`config.mk`:
```
export PLATFORM = sky130hd
export DESIGN_NAME = vtrc_top
export DESIGN_NICKNAME = d
export VERILOG_FILES = /design/src/shared/vtrc_pkg.sv /design/src/shared/vtrc_reg_if.sv /design/src/core/vtrc_top.sv /design/src/core/vtrc_axil_front.sv
export VERILOG_INCLUDE_DIRS = /design/src /design/src/shared
export SDC_FILE = /design/constraint.sdc
export NUM_CORES = 1
export LEC_CHECK = 0
export BUFFER_PORTS_ARGS = -buffer_cell sky130_fd_sc_hd__clkbuf_2
export CORE_UTILIZATION = 45
export CTS_CLUSTER_SIZE = 28
export DETAILED_ROUTE_END_ITERATION = 7
export PLACE_DENSITY = 0.79
export SKIP_CTS_REPAIR_TIMING = 1
export SLEW_MARGIN = 10
export SYNTH_ARGS = -nofsm -noshare
export SYNTH_HDL_FRONTEND = slang
export SYNTH_HIERARCHICAL = 1
export SYNTH_SLANG_ARGS = --single-unit
```
`constraint.sdc`:
```
create_clock -name clock -period 3.82 [get_ports clock]
set_input_delay 0.191 -clock clock [delete_from_list [all_inputs] [get_ports clock]]
set_output_delay 0.191 -clock clock [all_outputs]
set_load 0.03 [all_outputs]
```
`src/shared/vtrc_defs.svh`:
```
/*
 holds offsets, field positions, reset values and fixed patterns of the vector
 table and reset control register slice; assumes a 32-bit register bus.
*/
`ifndef VTRC_DEFS_SVH
`define VTRC_DEFS_SVH

`define VTRC_VTR_ADDR        4'h0
`define VTRC_ARC_ADDR        4'h4
`define VTRC_ADDR_W          4
`define VTRC_VTR_RESET       32'h0000_0000
`define VTRC_VTR_REGION_BIT  29
`define VTRC_VTR_OFF_HI      28
`define VTRC_VTR_OFF_LO      7
`define VTRC_ARC_KEY_HI      31
`define VTRC_ARC_KEY_LO      16
`define VTRC_ARC_WR_KEY      16'h05FA
`define VTRC_ARC_RD_KEY      16'hFA05
`define VTRC_ARC_ORDER_BIT   15
`define VTRC_ARC_SPLIT_HI    10
`define VTRC_ARC_SPLIT_LO    8
`define VTRC_ARC_SYSREQ_BIT  2
`define VTRC_ARC_CLRACT_BIT  1
`define VTRC_ARC_CORERST_BIT 0
`define VTRC_SPLIT_RESET     3'h0
`define VTRC_ORDER_CATCH     2'h2
`define VTRC_ORDER_DONE      2'h3
`define VTRC_CODE_BASE       32'h0000_0000
`define VTRC_SRAM_BASE       32'h2000_0000
`define VTRC_RESP_OKAY       2'h0
`define VTRC_RESP_SLVERR     2'h2

`endif

```
`src/shared/vtrc_pkg.sv`:
```
/*
 holds the types shared by the register slice and its bus front end;
 assumes the constants header is on the include path.
*/
package vtrc_pkg;
   typedef enum logic [1:0] {
      VTRC_IDLE = 2'b00,
      VTRC_BRSP = 2'b01,
      VTRC_RRSP = 2'b10
   } vtrc_state_t;

   typedef struct packed {
      logic        wr_en;
      logic [3:0]  wr_addr;
      logic [31:0] wr_data;
      logic [3:0]  wr_strb;
      logic        rd_en;
      logic [3:0]  rd_addr;
   } vtrc_req_t;
endpackage

```
`src/shared/vtrc_reg_if.sv`:
```
/*
 carries decoded register accesses from the bus front end to the register
 file; assumes one clock domain and single-cycle strobes.
*/
`timescale 1ns/1ps
interface vtrc_reg_if;
   import vtrc_pkg::*;
   vtrc_req_t   req;      // one-cycle access strobes with address and data
   logic [31:0] rd_data;  // combinational read data for req.rd_addr
   logic        hit_wr;   // write address is mapped
   logic        hit_rd;   // read address is mapped
   modport front (output req, input rd_data, input hit_wr, input hit_rd);
   modport regs  (input req, output rd_data, output hit_wr, output hit_rd);
endinterface

```
`src/core/vtrc_top.sv`:
```
/*
 vector table relocation and key-protected application interrupt and reset
 control registers behind an axi4-lite slave.
 assumes: the processor core, reset controller and interrupt controller sit
 outside and take the outputs below; byte order comes from a strap level.
 the strap is caught once, three cycles after reset release, so it must be
 settled before reset ends; rstn doubles as the warm reset of the request.
*/
// The AXI4-Lite register port and the address map are this design's own decisions.
`timescale 1ns/1ps
`include "vtrc_defs.svh"
module vtrc_top
   import vtrc_pkg::*;
(
   // clock and reset
   input  wire logic         clock,
   input  wire logic         rstn,
   // strap for byte order, from a pin
   input  wire logic         byte_order_strap,
   // axi4-lite write channels
   input  wire logic [31:0]  awaddr,
   input  wire logic         awvalid,
   output logic              awready,
   input  wire logic [31:0]  wdata,
   input  wire logic [3:0]   wstrb,
   input  wire logic         wvalid,
   output logic              wready,
   output logic [1:0]        bresp,
   output logic              bvalid,
   input  wire logic         bready,
   // axi4-lite read channels
   input  wire logic [31:0]  araddr,
   input  wire logic         arvalid,
   output logic              arready,
   output logic [31:0]       rdata,
   output logic [1:0]        rresp,
   output logic              rvalid,
   input  wire logic         rready,
   // vector table location
   output logic [31:0]       vector_table_base,
   // priority split to the interrupt controller
   output logic [2:0]        priority_split_select,
   output logic [7:0]        preempt_mask,
   // reset and clear requests
   output logic              system_reset_request,
   output logic              active_state_clear,
   output logic              core_reset_trigger
);
   import vtrc_pkg::*;

   // all state of the slice in one word
   typedef struct packed {
      logic        sync1;
      logic        sync2;
      logic [1:0]  order_wait;
      logic        byte_order;
      logic        region;
      logic [21:0] offset;
      logic [2:0]  split;
      logic        sysreq;
      logic        clract;
      logic        corerst;
   } vtrc_regs_t;

   vtrc_regs_t r_ff;
   vtrc_regs_t nxt_r;
   vtrc_reg_if rif ();

   // merge byte lanes of a write into an old word
   function automatic logic [31:0] lane_merge(input logic [31:0] old_w, input logic [31:0] new_w,
                                              input logic [3:0] strb);
      logic [31:0] res;
      res = old_w;
      for (int i = 0; i < 4; i++)
         if (strb[i])
            res[i*8 +: 8] = new_w[i*8 +: 8];
      return res;
   endfunction

   // pre-emption bits of an eight-bit priority for a split code
   function automatic logic [7:0] split_mask(input logic [2:0] code);
      return 8'hFE << code;
   endfunction

   // true when a word address selects the relocation register
   function automatic logic sel_vtr(input logic [3:0] addr);
      return addr == `VTRC_VTR_ADDR;
   endfunction

   // true when a word address selects the control register
   function automatic logic sel_arc(input logic [3:0] addr);
      return addr == `VTRC_ARC_ADDR;
   endfunction

   // current register images
   logic [31:0] vtr_word;
   logic [31:0] arc_word;
   logic [31:0] wr_vtr;
   logic [31:0] wr_arc;
   logic        key_ok;
   logic        wr_vtr_en;
   logic        wr_arc_en;

   always_comb
   begin
      vtr_word = 32'h0000_0000;
      vtr_word[`VTRC_VTR_REGION_BIT] = r_ff.region;
      vtr_word[`VTRC_VTR_OFF_HI:`VTRC_VTR_OFF_LO] = r_ff.offset;
      arc_word = 32'h0000_0000;
      arc_word[`VTRC_ARC_KEY_HI:`VTRC_ARC_KEY_LO] = `VTRC_ARC_RD_KEY;
      arc_word[`VTRC_ARC_ORDER_BIT] = r_ff.byte_order;
      arc_word[`VTRC_ARC_SPLIT_HI:`VTRC_ARC_SPLIT_LO] = r_ff.split;
      arc_word[`VTRC_ARC_SYSREQ_BIT] = r_ff.sysreq;
      arc_word[`VTRC_ARC_CLRACT_BIT] = r_ff.clract;
      arc_word[`VTRC_ARC_CORERST_BIT] = r_ff.corerst;
   end

   // address decode; an unmapped address is answered with an error by the front end
   assign rif.hit_rd  = sel_vtr(rif.req.rd_addr) || sel_arc(rif.req.rd_addr);
   assign rif.hit_wr  = sel_vtr(rif.req.wr_addr) || sel_arc(rif.req.wr_addr);
   assign rif.rd_data = sel_arc(rif.req.rd_addr) ? arc_word : vtr_word;

   // write images; key checked on bits 31:16 of the merged word
   assign wr_vtr = lane_merge(vtr_word, rif.req.wr_data, rif.req.wr_strb);
   assign wr_arc = lane_merge(32'h0000_0000, rif.req.wr_data, rif.req.wr_strb);
   assign key_ok = (wr_arc[`VTRC_ARC_KEY_HI:`VTRC_ARC_KEY_LO] == `VTRC_ARC_WR_KEY);

   // per-register write strobes; a control write without the key is dropped whole
   assign wr_vtr_en = rif.req.wr_en && sel_vtr(rif.req.wr_addr);
   assign wr_arc_en = rif.req.wr_en && sel_arc(rif.req.wr_addr) && key_ok;

   // register updates
   always_comb
   begin
      nxt_r       = r_ff;
      nxt_r.sync1 = byte_order_strap;
      nxt_r.sync2 = r_ff.sync1;
      // the strap settles through both flops, then is caught once
      if (r_ff.order_wait != `VTRC_ORDER_DONE)
      begin
         nxt_r.order_wait = r_ff.order_wait + 2'h1;
         if (r_ff.order_wait == `VTRC_ORDER_CATCH)
            nxt_r.byte_order = r_ff.sync2;
      end
      // one-shot clears fall after one cycle
      nxt_r.clract  = 1'b0;
      nxt_r.corerst = 1'b0;
      // a relocation write merges the strobed lanes into the old image
      if (wr_vtr_en)
      begin
         nxt_r.region = wr_vtr[`VTRC_VTR_REGION_BIT];
         nxt_r.offset = wr_vtr[`VTRC_VTR_OFF_HI:`VTRC_VTR_OFF_LO];
      end
      if (wr_arc_en)
      begin
         if (rif.req.wr_strb[1])
            nxt_r.split = wr_arc[`VTRC_ARC_SPLIT_HI:`VTRC_ARC_SPLIT_LO];
         if (wr_arc[`VTRC_ARC_SYSREQ_BIT])
            nxt_r.sysreq = 1'b1;
         if (wr_arc[`VTRC_ARC_CLRACT_BIT])
            nxt_r.clract = 1'b1;
         if (wr_arc[`VTRC_ARC_CORERST_BIT])
            nxt_r.corerst = 1'b1;
      end
   end

   // state register; the warm reset on rstn clears the reset request
   always_ff @(posedge clock or negedge rstn)
   begin
      if (!rstn)
      begin
         r_ff       <= '0;
         r_ff.split <= `VTRC_SPLIT_RESET;
      end
      else
         r_ff <= nxt_r;
   end

   // outputs; the offset is used as written, keeping the table aligned is up to software
   assign vector_table_base     = (r_ff.region ? `VTRC_SRAM_BASE : `VTRC_CODE_BASE)
                                  + {3'h0, r_ff.offset, 7'h00};
   assign priority_split_select = r_ff.split;
   assign preempt_mask          = split_mask(r_ff.split);
   assign system_reset_request  = r_ff.sysreq;
   assign active_state_clear    = r_ff.clract;
   assign core_reset_trigger    = r_ff.corerst;

   // bus front end
   vtrc_axil_front u_front (
      .clock   (clock),
      .rstn    (rstn),
      .awaddr  (awaddr),
      .awvalid (awvalid),
      .awready (awready),
      .wdata   (wdata),
      .wstrb   (wstrb),
      .wvalid  (wvalid),
      .wready  (wready),
      .bresp   (bresp),
      .bvalid  (bvalid),
      .bready  (bready),
      .araddr  (araddr),
      .arvalid (arvalid),
      .arready (arready),
      .rdata   (rdata),
      .rresp   (rresp),
      .rvalid  (rvalid),
      .rready  (rready),
      .rif     (rif)
   );
endmodule

```
`src/core/vtrc_axil_front.sv`:
```
/*
 axi4-lite slave front end: takes write address and data in either order,
 then answers; one access at a time, read or write, writes served first.
 assumes the master keeps valid and payload until taken.
*/
`timescale 1ns/1ps
`include "vtrc_defs.svh"
module vtrc_axil_front
   import vtrc_pkg::*;
(
   // clock and reset
   input  wire logic         clock,
   input  wire logic         rstn,
   // write address and data
   input  wire logic [31:0]  awaddr,
   input  wire logic         awvalid,
   output logic              awready,
   input  wire logic [31:0]  wdata,
   input  wire logic [3:0]   wstrb,
   input  wire logic         wvalid,
   output logic              wready,
   // write response
   output logic [1:0]        bresp,
   output logic              bvalid,
   input  wire logic         bready,
   // read address and data
   input  wire logic [31:0]  araddr,
   input  wire logic         arvalid,
   output logic              arready,
   output logic [31:0]       rdata,
   output logic [1:0]        rresp,
   output logic              rvalid,
   input  wire logic         rready,
   // register side
   vtrc_reg_if.front         rif
);
   import vtrc_pkg::*;

   typedef struct packed {
      vtrc_state_t st;
      logic        aw_held;
      logic        w_held;
      logic [3:0]  aw;
      logic [31:0] wd;
      logic [3:0]  ws;
      logic [1:0]  bresp;
      logic [31:0] rdata;
      logic [1:0]  rresp;
   } vtrc_front_t;

   vtrc_front_t st_ff;
   vtrc_front_t nxt_st;

   // ready while idle and that channel not yet captured; read ready also needs no write captured or offered
   assign awready = (st_ff.st == VTRC_IDLE) && !st_ff.aw_held;
   assign wready  = (st_ff.st == VTRC_IDLE) && !st_ff.w_held;
   assign arready = (st_ff.st == VTRC_IDLE) && !st_ff.aw_held && !st_ff.w_held && !awvalid && !wvalid;
   assign bvalid  = (st_ff.st == VTRC_BRSP);
   assign rvalid  = (st_ff.st == VTRC_RRSP);
   assign bresp   = st_ff.bresp;
   assign rresp   = st_ff.rresp;
   assign rdata   = st_ff.rdata;

   // capture, access strobe, response sequencing
   always_comb
   begin
      nxt_st          = st_ff;
      rif.req         = '0;
      rif.req.wr_addr = st_ff.aw;
      rif.req.wr_data = st_ff.wd;
      rif.req.wr_strb = st_ff.ws;
      rif.req.rd_addr = araddr[3:0];
      unique case (st_ff.st)
         VTRC_IDLE:
         begin
            if (awvalid && awready)
            begin
               nxt_st.aw_held = 1'b1;
               nxt_st.aw      = awaddr[3:0];
            end
            if (wvalid && wready)
            begin
               nxt_st.w_held = 1'b1;
               nxt_st.wd     = wdata;
               nxt_st.ws     = wstrb;
            end
            if (st_ff.aw_held && st_ff.w_held)
            begin
               rif.req.wr_en  = 1'b1;   // one-cycle write strobe
               nxt_st.bresp   = rif.hit_wr ? `VTRC_RESP_OKAY : `VTRC_RESP_SLVERR;
               nxt_st.aw_held = 1'b0;
               nxt_st.w_held  = 1'b0;
               nxt_st.st      = VTRC_BRSP;
            end
            else if (arvalid && arready)
            begin
               rif.req.rd_en = 1'b1;
               nxt_st.rdata  = rif.hit_rd ? rif.rd_data : 32'h0000_0000;
               nxt_st.rresp  = rif.hit_rd ? `VTRC_RESP_OKAY : `VTRC_RESP_SLVERR;
               nxt_st.st     = VTRC_RRSP;
            end
         end
         VTRC_BRSP:
         begin
            if (bready)
               nxt_st.st = VTRC_IDLE;
         end
         VTRC_RRSP:
         begin
            if (rready)
               nxt_st.st = VTRC_IDLE;
         end
         default:
         begin
            nxt_st.st = VTRC_IDLE;
         end
      endcase
   end

   // state register
   always_ff @(posedge clock or negedge rstn)
   begin
      if (!rstn)
         st_ff <= '0;
      else
         st_ff <= nxt_st;
   end
endmodule

```
==> run metrics, run 1 <==
# IOs=195; global-route usage over all layers=16.03%; final worst slack=1489 ps; CP Launch Type=flip-flop; Reg2Reg Setup Slack=1490 ps; Final Instance Area=5884 sq um; clk sinks=108; maxcap violations=0; final setup fails=0; most frequent cells in the layout=clkbuf_2 (121), dfrtp_1 (108), nand2_1 (37); crit share post-route=61.03%; DRC Markers=0; Post-Syn Instances=483; peak supply drop=348.9 uV; hpwl dp=7279 microns; area of the core=12110 sq um; leading cell type in the layout, fill and taps excluded=clkbuf_2; Final ANT Viol Nets=0; kind of critical path=flip-flop to flip-flop; sequential power share=41.7%; CP max stage delay=500 ps; RSZ-0062 raised after global routing=false; min cycle time layout=2331 ps; pwr dens=837.7 nW/um^2; Internal=0.002935 W; Layout area overhead=4.026%; CTS tree=yes; Arr. time, crit path=2560 ps; Clock power frac=17.7%; chip height=114.1 microns; antenna cell count=0; status=finished, final reports clean; Hold Crit Class=input pin to flip-flop; largest net degree at the start of global routing=49; DR iter-0 viols=118; NumNets Final=617; mapped cell area=5657 sq um; vias per cell=4.590; CTS clk-pin slew, worst paths=80 ps; Starting Density=46.70%; DR vias=3121; Setup Skew=12.34 ps; vias in the first global route=2967; grt ovf=0; Yosys Warn Count=6; layout cells sized above 1=43.55%; Slew Limit Headroom=25.39%; # rows=40; Switching Share=40.47%; kind of end point of the critical path=flip-flop; f_max=0.4289 GHz; first-pass GRT wire length=15690 microns; WL final=9877 microns; logic gate share of total power=40.6%; Post-Syn Area per Cell=11.71 sq um; die width=114.1 microns; WP data required=4050 ps; initial antenna violation count=0; Die ar.=13020 sq um; Port Buf Inserts=122; pre-CTS setup slack=1360 ps; gp weighted congestion=0.7223; Wirelength per Cell=14.53 microns; Net Sw Power=0.001995 W; Leak=3.206 nW; root buffer cell=clkbuf_16; Num CTS Buffers=9; Worst Tran Pin Value=1118 ps; worst skew pair latency=340 ps; Max Slew Vio Count=0; Final Hold Viols=0; H-tree depth=3; Post-DP Area=5582 sq um; worst-path cell chain=nor3_1 > buf_4 > or4b_4 > nor3_2 > and4_1 > mux2_2; TNS Setup=0 ps; CP max-delay cell=or4b_4; critical path peak fanout=8; clock tree buffer depth=2; DR pass1 iterations=4
==> state kept, by name, summed over array words and instances (netlist names) <==
register	cells
u_front/rif.req	36
r_ff	26
u_front/rresp	1
u_front/rdata	32
nxt_r	1
u_front/st_ff	4
system_reset_request	1
u_front/bresp	1
arc_word	1
active_state_clear	1
priority_split_select	3
core_reset_trigger	1
==> area by class of cell <==
type | count | area [sq um]
Timing Repair Buffer | 129 | 670.6
Multi-Input combinational cell | 223 | 1883
Inverter | 36 | 135.1
Clock inverter | 7 | 57.56
Clock buffer | 9 | 225.2
Sequential cell | 108 | 2703
Fill cell | 1113 | 6227
Tap cell | 168 | 210.2
==> metrics by stage <==
| stage | hold slack, ps | util, % | instances | total power, W |
|---|---|---|---|---|
| CTS | -123.5 | 48.42 | 678 | 0.004986 |
| detailed placement | 257.9 | 46.08 | 662 | 0.004095 |
| global placement | 244.9 | 46.08 | 662 | 0.004001 |
| finish | 71.01 | 48.58 | 680 | 0.004930 |
| global route | 63.30 | 48.58 | 680 | 0.005227 |
| floorplan | -104.6 | - | 497 | 0.004213 |
==> critical path, delay by kind of cell (launching register included) <==
| family | cells | cell delay, ps |
|---|---|---|
| and+or+nand+nor | 4 | 1200 |
| muxes | 1 | 370 |
| DFF | 1 | 470 |
| buffers and inverters | 1 | 160 |
==> routing by layer <==
layer,wire length (microns),track usage (%),part of all wire (%),vias to the layer above
met5,0,0,0,-
met4,133,5.974,1.3,0
met3,370,3.335,3.7,10
met2,4930,26.63,50,94
met1,4443,20.68,45,1534
li1,-,-,-,1483
==> worst paths after layout <==
path | depth (start not counted) | start | endpoint
max | 6 | u_front/st_ff[79]$_DFFE_PN0P_ | priority_split_select[2]$_DFFE_PN0P_
min in group asynchronous | 2 | rstn | u_front/rdata[31]$_DFFE_PN0P_
min reg2reg | 0 | nxt_r[32]$_DFF_PN0_ | r_ff[32]$_DFF_PN0_
min | 2 | wdata[25] | u_front/rif.req[34]$_DFFE_PN0P_
max in group asynchronous | 3 | rstn | r_ff[21]$_DFFE_PN0P_
max reg2reg | 6 | u_front/st_ff[79]$_DFFE_PN0P_ | priority_split_select[2]$_DFFE_PN0P_
==> power by group through the flow <==
stage	Combinational (W)	Clock (W)	Sequential (W)
2_1_floorplan	0.00232	0	0.00189
3_3_place_gp	0.00196	0	0.00204
3_5_place_dp	0.00201	0	0.00208
4_1_cts	0.00202	0.000907	0.00206
5_1_grt	0.00213	0.000962	0.00213
6_report	0.00200	0.000872	0.00205
(Power assumes the default switching activity.)
==> inputs of run 2 (changes only) <==
Clock period 3.82 ns to 2.28 ns, I/O delays scaled along.
==> run 2 against run 1 <==
  * The flow now finishes with violations (hold timing)
  * Largest power group is now combinational logic
  * Largest cell class unchanged
  * Combinational power up 73%
  * Clock power rose by 86%
  * Maximum frequency rose by 7.2%
  * Worst hold slack lost 78 ps
==> run metrics, run 2 (synthesized netlist as in run 1, its figures left out) <==
status=complete, but fails checks (was finished, final reports clean); failing checks=hold timing; TNS Setup=0 ps (unchanged); final setup fails=0 (unchanged); kind of end point of the critical path=flip-flop (unchanged); Post-DP Area=5644 sq um (was 5582 sq um); initial antenna violation count=0 (unchanged); Starting Density=46.70% (unchanged); worst-path cell chain=nand2_1 > nor3_2 > or4b_4 > nor3_2 > and4_2 > mux2_2 (was nor3_1 > buf_4 > or4b_4 > nor3_2 > and4_1 > mux2_2); maxcap violations=0 (unchanged); Wirelength per Cell=14.78 microns (was 14.53 microns); f_max=0.4598 GHz (was 0.4289 GHz); NumNets Final=637 (was 617); leading cell type in the layout, fill and taps excluded=clkbuf_2 (unchanged); vias per cell=4.584 (was 4.590); Crit Reg-Reg Endpoint=priority_split_select[2]$_DFFE_PN0P_ (unchanged); largest net degree at the start of global routing=58 (was 49); final worst slack=105.0 ps (was 1489 ps); CTS clk-pin slew, worst paths=70 ps (was 80 ps); RR Startpoint=u_front/st_ff[77]$_DFFE_PN0P_ (was u_front/st_ff[79]$_DFFE_PN0P_); layout cells sized above 1=43.42% (was 43.55%); DRC Markers=0 (unchanged); FF-to-FF path depth=6 (unchanged); area of the core=12110 sq um (unchanged); pre-CTS setup slack=80.27 ps (was 1360 ps); clk sinks=108 (unchanged); gp weighted congestion=0.7498 (was 0.7223); Final Hold Viols=4 (was 0); antenna cell count=0 (unchanged); worst skew pair latency=350 ps (was 340 ps); peak supply drop=603.7 uV (was 348.9 uV); clock tree buffer depth=2 (unchanged); Die ar.=13020 sq um (unchanged); Switching Share=39.82% (was 40.47%); hpwl dp=7512 microns (was 7279 microns); WP data required=2510 ps (was 4050 ps); CP Launch Type=flip-flop (unchanged); chip height=114.1 microns (unchanged); Num CTS Buffers=9 (unchanged); hold path start=wdata[12] (was wdata[25]); Max Slew Vio Count=0 (unchanged); global-route usage over all layers=16.66% (was 16.03%); logic gate share of total power=40.8% (was 40.6%); Clock power frac=19.0% (was 17.7%); Internal=0.005112 W (was 0.002935 W); DR pass1 iterations=4 (unchanged); Layout area overhead=8.140% (was 4.026%); Port Buf Inserts=122 (unchanged); most frequent cells in the layout=clkbuf_2 (121), dfrtp_1 (108), nand2_1 (37) (unchanged); # rows=40 (unchanged); kind of critical path=flip-flop to flip-flop (unchanged); min cycle time layout=2175 ps (was 2331 ps); Leak=3.326 nW (was 3.206 nW); hold endpoint=u_front/rif.req[21]$_DFFE_PN0P_ (was u_front/rif.req[34]$_DFFE_PN0P_); Slew Limit Headroom=52.95% (was 25.39%); CTS tree=yes (unchanged); vias in the first global route=3198 (was 2967); H-tree depth=3 (unchanged); grt ovf=0 (unchanged); pwr dens=1389 nW/um^2 (was 837.7 nW/um^2); CP max-delay cell=or4b_4 (unchanged); critical path peak fanout=3 (was 8); Worst Tran Pin Value=705.7 ps (was 1118 ps); max FFs per register=36 (unchanged); Crit path top cell by count=nor3_2; DR vias=3209 (was 3121); sequential power share=40.2% (was 41.7%); # IOs=195 (unchanged); Hold Path Depth=2 (unchanged); Hold Crit Class=input pin to flip-flop (unchanged); RSZ-0062 raised after global routing=false (unchanged); Final ANT Viol Nets=0 (unchanged); Reg2Reg Setup Slack=100 ps (was 1490 ps); Setup Skew=6.958 ps (was 12.34 ps); Fin Hold WS=-6.526 ps (was 71.01 ps); CP max stage delay=540 ps (was 500 ps); first-pass GRT wire length=16480 microns (was 15690 microns); WL final=10350 microns (was 9877 microns); Final Instance Area=6117 sq um (was 5884 sq um); root buffer cell=clkbuf_16 (unchanged); die width=114.1 microns (unchanged); DR iter-0 viols=126 (was 118); Arr. time, crit path=2410 ps (was 2560 ps); Net Sw Power=0.003383 W (was 0.001995 W); crit share post-route=95.40% (was 61.03%)
[run 2: changes by cell type in the layout (fill, tap and decap cells not counted), moves of 2 or more]
cell           change
buf_4              +5
clkinv_4           +2
clkinvlp_4         -3
dlygate4sd3_1     +14
inv_6              -3
[run 2: how the worst max path moves through the flow]
stage	startpoint	endpoint	depth (start not counted)
finish	u_front/st_ff[77]$_DFFE_PN0P_	priority_split_select[2]$_DFFE_PN0P_	6
global route	u_front/st_ff[77]$_DFFE_PN0P_	priority_split_select[0]$_DFFE_PN0P_	6
CTS	u_front/st_ff[77]$_DFFE_PN0P_	priority_split_select[2]$_DFFE_PN0P_	6
detailed placement	u_front/st_ff[77]$_DFFE_PN0P_	priority_split_select[2]$_DFFE_PN0P_	6
global placement	u_front/st_ff[77]$_DFFE_PN0P_	priority_split_select[0]$_DFFE_PN0P_	6
floorplan	u_front/st_ff[78]$_DFFE_PN0P_	priority_split_select[0]$_DFFE_PN0P_	7
[run 2: power by group through the flow]
stage | Combinational [W] | Sequential (W) | Clock [W]
4_1_cts | 0.00347 | 0.00343 | 0.00165
6_report | 0.00346 | 0.00342 | 0.00162
3_3_place_gp | 0.00337 | 0.00340 | 0
2_1_floorplan | 0.00389 | 0.00317 | 0
3_5_place_dp | 0.00346 | 0.00346 | 0
5_1_grt | 0.00369 | 0.00354 | 0.00173
[run 2: per-layer routing]
metal,wire [microns],GRT usage (%),vias to the layer above,part of all wire (%)
li1,-,-,1510,-
met1,4697,21.66,1589,45
met2,5034,27.72,94,49
met3,379,2.223,16,3.7
met4,236,7.706,0,2.3
met5,0,0,-,0
[run 2: stage by stage]
| step | utilization, % | instances | power (W) |
|---|---|---|---|
| floorplan | - | 497 | 0.007063 |
| global placement | 46.60 | 668 | 0.006764 |
| detailed placement | 46.60 | 668 | 0.006922 |
| CTS | 49.17 | 684 | 0.008556 |
| global route | 50.51 | 700 | 0.008954 |
| finish | 50.51 | 700 | 0.008495 |
[run 2: worst max-delay path: cells and delay by family (launching register included)]
| kind | cells | cell delay, ps |
|---|---|---|
| and+or+nand+nor | 5 | 1310 |
| muxes | 1 | 350 |
| DFF | 1 | 390 |
[run 2: cell type report]
| class | count | area (sq um) |
|---|---|---|
| clock inverters | 6 | 72.57 |
| clock buffers | 10 | 239.0 |
| well taps | 168 | 210.2 |
| inverters | 36 | 135.1 |
| repair buffers | 149 | 868.3 |
| multi-input cells | 223 | 1889 |
| fillers | 1092 | 5995 |
| flip-flops and latches | 108 | 2703 |
